[config.mk]
export PLATFORM = sky130hd
export DESIGN_NAME = nfc_ctrl
export DESIGN_NICKNAME = d
export VERILOG_FILES = /design/src/rtl/nfc_pkg.sv /design/src/rtl/nfc_sync.sv /design/src/rtl/nfc_ctrl.sv
export SDC_FILE = /design/constraint.sdc
export NUM_CORES = 1
export LEC_CHECK = 0
export BUFFER_PORTS_ARGS = -buffer_cell sky130_fd_sc_hd__buf_4
export CAP_MARGIN = 20
export CORE_ASPECT_RATIO = 1.1
export CORE_UTILIZATION = 30
export DETAILED_ROUTE_END_ITERATION = 7
export GPL_ROUTABILITY_DRIVEN = 1
export PLACE_DENSITY = 0.44
export SKIP_LAST_GASP = 1
export SYNTH_ARGS = -nofsm -noshare
export SYNTH_HDL_FRONTEND = slang
export SYNTH_HIERARCHICAL = 1
export SYNTH_SLANG_ARGS = --single-unit
[constraint.sdc]
create_clock -name mclk_i -period 6.7 [get_ports mclk_i]
set_input_delay 1.34 -clock mclk_i [delete_from_list [all_inputs] [get_ports mclk_i]]
set_output_delay 1.34 -clock mclk_i [all_outputs]
set_load 0.005 [all_outputs]
[src/rtl/nfc_pkg.sv]
// Constants for the NAND flash pin-level controller
package nfc_pkg;
  localparam int CLK_MHZ = 20;
  localparam int CLK_PERIOD_NS = 50;
  // Array read time, longest, in microseconds
  localparam int ARRAY_READ_TIME_US = 80;
  localparam int ARRAY_READ_CYCLES = (ARRAY_READ_TIME_US * 1000) / CLK_PERIOD_NS;
  // Least read strobe cycle, in nanoseconds
  localparam int READ_CYCLE_NS = 25;
  localparam int READ_CYCLE_CLKS =
    ((READ_CYCLE_NS + CLK_PERIOD_NS - 1) / CLK_PERIOD_NS) < 1 ? 1 :
    ((READ_CYCLE_NS + CLK_PERIOD_NS - 1) / CLK_PERIOD_NS);
  // Read access delay assumed for sampling, in nanoseconds
  localparam int READ_ACCESS_DELAY_NS = 20;
  localparam int READ_ACCESS_CLKS =
    ((READ_ACCESS_DELAY_NS + CLK_PERIOD_NS - 1) / CLK_PERIOD_NS) < 1 ? 1 :
    ((READ_ACCESS_DELAY_NS + CLK_PERIOD_NS - 1) / CLK_PERIOD_NS);
  localparam int PROGRAM_TIME_US = 1300;
  localparam int ERASE_TIME_US = 5000;
  localparam int PAGE_BYTES = 8704;
  localparam int ROW_CYCLES = 3;
  localparam int FULL_ADDR_CYCLES = 5;
  localparam logic [7:0] CMD_READ_1 = 8'h00;
  localparam logic [7:0] CMD_READ_2 = 8'h30;
  localparam logic [7:0] CMD_PROG_1 = 8'h80;
  localparam logic [7:0] CMD_PROG_2 = 8'h10;
  localparam logic [7:0] CMD_ERASE_1 = 8'h60;
  localparam logic [7:0] CMD_ERASE_2 = 8'hd0;
  localparam logic [7:0] CMD_STATUS = 8'h70;
  localparam logic [7:0] CMD_RESET = 8'hff;
  typedef enum logic [2:0] {
    NFC_OP_NONE,
    NFC_OP_READ,
    NFC_OP_PROGRAM,
    NFC_OP_ERASE,
    NFC_OP_STATUS,
    NFC_OP_RESET
  } nfc_op_e;
endpackage : nfc_pkg

[src/rtl/nfc_sync.sv]
// Two-flop synchroniser for pin inputs
module nfc_sync #(
  parameter int WIDTH = 1
) (
  input wire logic mclk_i,
  input wire logic sys_rst_i,
  input wire logic [WIDTH-1:0] async_i,
  output logic [WIDTH-1:0] sync_o
);
  logic [WIDTH-1:0] stage1;

  // First stage feeds only the second
  always_ff @(posedge mclk_i) begin
    if (sys_rst_i) begin
      stage1 <= '0;
      sync_o <= '0;
    end else begin
      stage1 <= async_i;
      sync_o <= stage1;
    end
  end
endmodule : nfc_sync

[src/rtl/nfc_ctrl.sv]
// Host-side pin sequencer for a multiplexed 8-bit NAND flash
// Function
// RULE1 - Command bytes strobed with command select high
// RULE2 - Address bytes strobed with address select high
// RULE3 - Bytes latched on write strobe rising edge
// RULE4 - Read strobe fall returns next byte
// RULE5 - Device floats bus when deselected
// RULE6 - Device stays busy despite chip deselect
// RULE7 - Low write-protect blocks program and erase
// RULE8 - Ready/busy low during array operations
// RULE9 - Ready/busy is open-drain, never floats
// RULE10 - Program covers 8704-byte page, about 1.3ms
// RULE11 - Erase covers one block, about 5ms
// RULE12 - Wait up to 80us after page read
// RULE13 - Read strobe cycle at least 25ns
// RULE14 - Controller supplies 40-bit-per-chunk error correction; this controller has none, bytes pass through uncorrected
// RULE15 - Controller scrambles and descrambles data; this controller passes bytes through unscrambled
// RULE16 - Device sequences program and erase itself
// RULE17 - One 8-bit port carries everything
// RULE18 - Operations chosen by two command bytes
// RULE19 - Five address cycles, erase uses three
// RULE20 - Only status or reset while busy
// RULE21 - Synchronise ready/busy, wait ready before operations
module nfc_ctrl #(
  parameter int ADDR_BYTES = nfc_pkg::FULL_ADDR_CYCLES,
  parameter int BUSY_TIMEOUT = nfc_pkg::ARRAY_READ_CYCLES
) (
  input wire logic mclk_i,
  input wire logic sys_rst_i,
  // User side
  input wire logic start_i,
  input wire logic [2:0] op_i,
  input wire logic [39:0] addr_i,
  input wire logic [15:0] len_i,
  input wire logic wr_valid_i,
  input wire logic [7:0] wr_data_i,
  output logic wr_ready_o,
  output logic rd_valid_o,
  output logic [7:0] rd_data_o,
  output logic busy_o,
  output logic done_o,
  output logic timeout_o,
  input wire logic protect_i,
  // Flash pins
  output logic chip_enable_n_o,
  output logic cmd_latch_o,
  output logic addr_latch_o,
  output logic write_strobe_n_o,
  output logic read_strobe_n_o,
  output logic write_protect_n_o,
  input wire logic [7:0] io_bus_i,
  output logic [7:0] io_bus_o,
  output logic io_bus_oe_n_o,
  input wire logic ready_busy_n_i
);
  typedef enum logic [3:0] {
    NFC_IDLE, NFC_CMD1, NFC_ADDR, NFC_WDATA, NFC_CMD2, NFC_WAIT_LOW,
    NFC_WAIT_HIGH, NFC_RDATA, NFC_FINISH
  } nfc_state_e;

  nfc_state_e state;
  nfc_pkg::nfc_op_e op;
  logic [39:0] addr_sh;
  logic [2:0] addr_left;
  logic [15:0] count;
  logic [1:0] phase;
  logic [23:0] wait_cnt;
  logic rb_sync;
  logic [7:0] io_sync;
  logic rd_take;

  // Ready/busy and the bus come from pins
  nfc_sync #(.WIDTH(1)) u_rb_sync (
    .mclk_i(mclk_i),
    .sys_rst_i(sys_rst_i),
    .async_i(ready_busy_n_i),
    .sync_o(rb_sync)
  ); // RULE21
  nfc_sync #(.WIDTH(8)) u_io_sync (
    .mclk_i(mclk_i),
    .sys_rst_i(sys_rst_i),
    .async_i(io_bus_i),
    .sync_o(io_sync)
  );

  function automatic logic [7:0] first_cmd(input nfc_pkg::nfc_op_e o);
    case (o)
      nfc_pkg::NFC_OP_READ: first_cmd = nfc_pkg::CMD_READ_1;
      nfc_pkg::NFC_OP_PROGRAM: first_cmd = nfc_pkg::CMD_PROG_1;
      nfc_pkg::NFC_OP_ERASE: first_cmd = nfc_pkg::CMD_ERASE_1;
      nfc_pkg::NFC_OP_STATUS: first_cmd = nfc_pkg::CMD_STATUS;
      default: first_cmd = nfc_pkg::CMD_RESET;
    endcase
  endfunction : first_cmd

  function automatic logic [7:0] second_cmd(input nfc_pkg::nfc_op_e o);
    case (o)
      nfc_pkg::NFC_OP_READ: second_cmd = nfc_pkg::CMD_READ_2;
      nfc_pkg::NFC_OP_PROGRAM: second_cmd = nfc_pkg::CMD_PROG_2;
      default: second_cmd = nfc_pkg::CMD_ERASE_2;
    endcase
  endfunction : second_cmd

  // Each pin cycle: phase 0 set up, 1 strobe low, 2 strobe high (latch)
  logic cyc_end;
  assign cyc_end = (phase == 2'd2);

  always_ff @(posedge mclk_i) begin
    if (sys_rst_i) begin
      phase <= 2'd0;
    end else if (state == NFC_IDLE || state == NFC_WAIT_LOW || state == NFC_WAIT_HIGH
                 || state == NFC_FINISH || (state == NFC_WDATA && !wr_valid_i)) begin
      phase <= 2'd0;
    end else if (cyc_end) begin
      phase <= 2'd0;
    end else begin
      phase <= phase + 2'd1;
    end
  end

  // Main sequencer
  always_ff @(posedge mclk_i) begin
    if (sys_rst_i) begin
      state <= NFC_IDLE;
      op <= nfc_pkg::NFC_OP_NONE;
      addr_sh <= '0;
      addr_left <= '0;
      count <= '0;
      wait_cnt <= '0;
      timeout_o <= 1'b0;
    end else begin
      case (state)
        NFC_IDLE: begin
          // Status and reset may go out while busy; array ops wait for ready
          if (start_i && (rb_sync || op_i == nfc_pkg::NFC_OP_STATUS
              || op_i == nfc_pkg::NFC_OP_RESET)) begin // RULE20 RULE21
            op <= nfc_pkg::nfc_op_e'(op_i);
            addr_sh <= addr_i;
            addr_left <= (op_i == nfc_pkg::NFC_OP_ERASE) ? 3'(nfc_pkg::ROW_CYCLES)
                                                      : 3'(ADDR_BYTES); // RULE19
            // Erase skips the two column bytes
            if (op_i == nfc_pkg::NFC_OP_ERASE) begin
              addr_sh <= {16'h0000, addr_i[39:16]};
            end
            count <= (op_i == nfc_pkg::NFC_OP_STATUS) ? 16'h0001 : len_i;
            // Reset skips the second command, so the give-up count starts here
            wait_cnt <= '0;
            timeout_o <= 1'b0;
            state <= NFC_CMD1;
          end
        end
        NFC_CMD1: begin
          if (cyc_end) begin // RULE18
            if (op == nfc_pkg::NFC_OP_STATUS) begin
              state <= NFC_RDATA;
            end else if (op == nfc_pkg::NFC_OP_RESET) begin
              state <= NFC_WAIT_LOW;
            end else begin
              state <= NFC_ADDR;
            end
          end
        end
        NFC_ADDR: begin
          if (cyc_end) begin
            addr_sh <= {8'h00, addr_sh[39:8]};
            addr_left <= addr_left - 3'd1;
            if (addr_left == 3'd1) begin
              state <= (op == nfc_pkg::NFC_OP_PROGRAM) ? NFC_WDATA : NFC_CMD2;
            end
          end
        end
        NFC_WDATA: begin
          if (cyc_end) begin
            count <= count - 16'h0001;
            if (count == 16'h0001) begin
              state <= NFC_CMD2;
            end
          end
        end
        NFC_CMD2: begin
          if (cyc_end) begin
            state <= NFC_WAIT_LOW;
            wait_cnt <= '0;
          end
        end
        NFC_WAIT_LOW: begin
          // Give the device a few cycles to pull ready/busy low
          wait_cnt <= wait_cnt + 24'd1;
          if (!rb_sync || wait_cnt == 24'd4) begin
            state <= NFC_WAIT_HIGH;
            wait_cnt <= '0;
          end
        end
        NFC_WAIT_HIGH: begin
          wait_cnt <= wait_cnt + 24'd1;
          if (rb_sync) begin // RULE8
            state <= (op == nfc_pkg::NFC_OP_READ) ? NFC_RDATA : NFC_FINISH;
          end else if (op == nfc_pkg::NFC_OP_READ
                       && wait_cnt >= 24'(BUSY_TIMEOUT)) begin // RULE12
            timeout_o <= 1'b1;
            state <= NFC_FINISH;
          end
        end
        NFC_RDATA: begin
          if (cyc_end) begin // RULE4
            count <= count - 16'h0001;
            if (count == 16'h0001) begin
              state <= NFC_FINISH;
            end
          end
        end
        default: begin
          state <= NFC_IDLE;
        end
      endcase
    end
  end

  // Pin drive, all from flops
  always_ff @(posedge mclk_i) begin
    if (sys_rst_i) begin
      chip_enable_n_o <= 1'b1;
      cmd_latch_o <= 1'b0;
      addr_latch_o <= 1'b0;
      write_strobe_n_o <= 1'b1;
      read_strobe_n_o <= 1'b1;
      io_bus_o <= 8'h00;
      io_bus_oe_n_o <= 1'b1;
    end else begin
      chip_enable_n_o <= (state == NFC_IDLE || state == NFC_FINISH);
      cmd_latch_o <= (state == NFC_CMD1 || state == NFC_CMD2); // RULE1
      addr_latch_o <= (state == NFC_ADDR); // RULE2
      // Strobe low in phase 1, rising edge after data held stable
      write_strobe_n_o <= !((state == NFC_CMD1 || state == NFC_CMD2 || state == NFC_ADDR
                            || state == NFC_WDATA) && phase == 2'd0
                            && !(state == NFC_WDATA && !wr_valid_i)); // RULE3
      // 150ns low-high read cycle easily clears the least strobe cycle
      read_strobe_n_o <= !(state == NFC_RDATA && phase == 2'd0); // RULE13
      io_bus_oe_n_o <= !(state == NFC_CMD1 || state == NFC_CMD2 || state == NFC_ADDR
                         || state == NFC_WDATA); // RULE17
      if (state == NFC_CMD1) begin
        io_bus_o <= first_cmd(op);
      end else if (state == NFC_CMD2) begin
        io_bus_o <= second_cmd(op);
      end else if (state == NFC_ADDR) begin
        io_bus_o <= addr_sh[7:0];
      end else if (state == NFC_WDATA) begin
        io_bus_o <= wr_data_i; // RULE15 not met: the write byte goes to the bus unscrambled
      end
    end
  end

  // Write-protect released only when user does not assert protection
  always_ff @(posedge mclk_i) begin
    if (sys_rst_i) begin
      write_protect_n_o <= 1'b0;
    end else begin
      write_protect_n_o <= !protect_i; // RULE7
    end
  end

  // User data handshake; read byte sampled at the end of the strobe-low phase
  always_ff @(posedge mclk_i) begin
    if (sys_rst_i) begin
      wr_ready_o <= 1'b0;
      rd_valid_o <= 1'b0;
      rd_data_o <= 8'h00;
      rd_take <= 1'b0;
      busy_o <= 1'b0;
      done_o <= 1'b0;
    end else begin
      wr_ready_o <= (state == NFC_WDATA && phase == 2'd0 && wr_valid_i);
      // Synchroniser lags two edges; one edge past strobe-high end shows the strobe-low byte
      rd_take <= (state == NFC_RDATA && cyc_end);
      rd_valid_o <= rd_take; // RULE4
      if (rd_take) begin
        rd_data_o <= io_sync;
      end
      busy_o <= (state != NFC_IDLE);
      done_o <= (state == NFC_FINISH);
    end
  end
endmodule : nfc_ctrl

==> results.cfg <==
[status]
status = finished clean

[timing]
relSlewSlack_pct = 44.8
fmax_mhz = 342
rsz0062_at_grt = no
fin_skew_ns = 0.0123
hold_violations = 0
maxSlewViolCount = 0
setup_viol = 0
holdWs_ns = 0.433
period_share_pct = 43.6
fin_crit_ns = 2.92
fin_tns_setup_ns = 0
worstMarginPinSlew_ns = 0.829

[floorplan]
die_area_um2 = 23100
start_util_pct = 30.6
dieHeight_um = 159
die_w_um = 145
ios = 109
coreArea_um2 = 22000
num_rows = 57

[critical_path]
critPathMaxStageDelay_ns = 0.42
worstPathArrival_ns = 3.27
ff2ff_path_depth = 6
r2r_end = addr_sh[30]
crit_family = compound AO/OA/AOI/OAI gates
crit_slowest_cell = buf_4
ff2ff_setup_slack_ns = 4.14
end_kind = flip-flop
startpoint = op_i[1]
r2r_start = state[1]
cp_num_cells = 8
cp_common_cell = buf_4
cp_cell_sequence = buf_4, nor2b_1, o21ai_1, nand2b_1, a211oi_4, buf_4, o211ai_1, a21oi_1
path_class = input port to flip-flop
crit_fanout = 41
cp-start-kind = input port
setup.worst_path.end = addr_sh[6]
cp_num_buf_inv = 2
required_ns = 7.05

[route]
vias_per_cell = 4.96
wirelength_mm = 18.6
drt_iter0_markers = 259
wl_per_cell_um = 15.6
vias = 5903
dr.pass1.iters = 6
drc = 0
ant_nets = 0

[logic_synthesis]
syn_area_per_cell_um2 = 8.38
synth_edf_count = 0
synthCells = 804
synth.distinct_cells = 76
synth_flop_cell = dfxtp_1
synth.cell_area_um2 = 6740
ys_ff_latch = 139
synth_nets = 893
yosys_warnings = 6
yosysSeqAreaShare_pct = 41.3
ys_async_sr_fraction_pct = 0

[cells_and_area]
fin_nets = 972
diodes = 0
drive_above_1_share_pct = 20.8
area_growth_pct = 23.9
final_cell_mix = 139 x dfxtp_1, 119 x buf_4, 96 x nor2_1
final_common_cell = dfxtp_1

[placement]
hpwl_mm = 12.7
port_buffers = 108
place.gp.congestion = 0.776

[run]
cap_violations = 0

[clock_tree]
clockBufferDepth = 2
htree_levels = 4
numCtsBuffers = 17
numClockSinks = 139
clk_latency_ns = 0.43
cts_resized = 0
cts_setup_buffers = 0
cts_tree = done
cts-root-buf = clkbuf_16
cts.hold.buffers_added = 0
clkTransAtPathRegs_ns = 0.06

[global_route]
grt.overflow.total = 0
grt_start_max_net_pins = 66
grt_pass1_wl_mm = 30.3
antenna_found_initial = 0
gr-usage-all-layers_pct = 16.9
grt_pass1_vias = 5628

[power_and_ir_drop]
leakagePower_nw = 3.33
powerDensity_nw_per_um2 = 303
irDropWorstVdd_v = 0.000168

[worst_hold_path]
hp-class = flip-flop to flip-flop
==> metrics by stage <==
step           utilization [%]  power [mW]  setup WS [ns]  instance area (µm²)  std cells
2_1_floorplan                -        1.39           3.84                 6740        804
3_3_place_gp              35.1        1.60           3.40                 7740       1158
3_5_place_dp              35.2        1.60           3.39                 7750       1159
4_1_cts                   37.9        2.57           3.81                 8350       1191
5_1_grt                   37.9        2.68           3.55                 8350       1191
6_report                  37.9        2.53           3.78                 8350       1191
==> state kept, by name, summed over array words and instances (netlist names), 2 cells and up <==
| name | flops |
|---|---|
| addr_left | 3 |
| io_bus_o | 8 |
| state | 4 |
| phase | 2 |
| wait_cnt | 24 |
| op | 3 |
| u_io_sync/stage1 | 8 |
| u_io_sync/sync_o | 8 |
| count | 16 |
| addr_sh | 40 |
| rd_data_o | 8 |
==> power by group <==
part | switching (mW) | internal [mW] | leakage, nW
Clock | 0.424 | 0.532 | 0.292
Sequential | 0.0523 | 0.912 | 1.13
Combinational | 0.360 | 0.250 | 1.90
==> kinds of logic (layout without fill, tap and decap cells) <==
kind of cell / Yosys count / after routing / synth area share, %
AO/OA/AOI/OAI: 171 / 171 / 17.6
XOR/XNOR: 28 / 28 / 3.64
adder cells (fa/ha/maj): 9 / 9 / 1.63
buffers and inverters: 76 / 168 / 4.90
flip-flops: 139 / 139 / 41.3
multiplexers: 38 / 38 / 5.68
AND/OR/NAND/NOR: 343 / 343 / 25.2
==> how the worst min path moves through the flow <==
stage | depth (start not counted) | to | start
2_1_floorplan | 1 | phase[0] | phase[0]
3_3_place_gp | 1 | phase[0] | phase[0]
3_5_place_dp | 1 | u_io_sync/sync_o[4] | u_io_sync/stage1[4]
4_1_cts | 1 | u_io_sync/sync_o[4] | u_io_sync/stage1[4]
5_1_grt | 1 | phase[0] | phase[0]
6_report | 1 | phase[0] | phase[0]
==> routing by layer <==
metal  GRT usage (%)  routed length [µm]  vias up
li1                -                   -     3002
met1            21.9                8670     2805
met2            27.7                9140       81
met3            3.76                 633       15
met4            5.07                 181        0
met5               0                   0        -
==> cells in the mapped netlist, drive strengths merged, types with 10 or more instances <==
library cell | instances | share of area (%)
dfxtp | 139 | 41
nor2 | 96 | 5.3
nand2 | 92 | 5.2
a21oi | 62 | 4.7
nor3 | 42 | 3.4
clkbuf | 37 | 2.1
mux2i | 36 | 5.3
o211ai | 28 | 3.3
nand3 | 26 | 1.9
o21ai | 24 | 1.8
buf | 23 | 2.0
xor2 | 22 | 2.9
nor2b | 18 | 1.9
inv | 16 | 0.89
a221oi | 14 | 1.8
nand4 | 10 | 0.93
==> cell type report <==
class	count	area, µm²
sequential	139	2780
inverter	16	60.1
clock inverter	15	168
clock buffer	17	425
tap	295	369
fill	2299	13700
timing repair buffer	120	905
multi-input combinational	589	3640
Note: power is estimated with default switching activity, not from simulation.
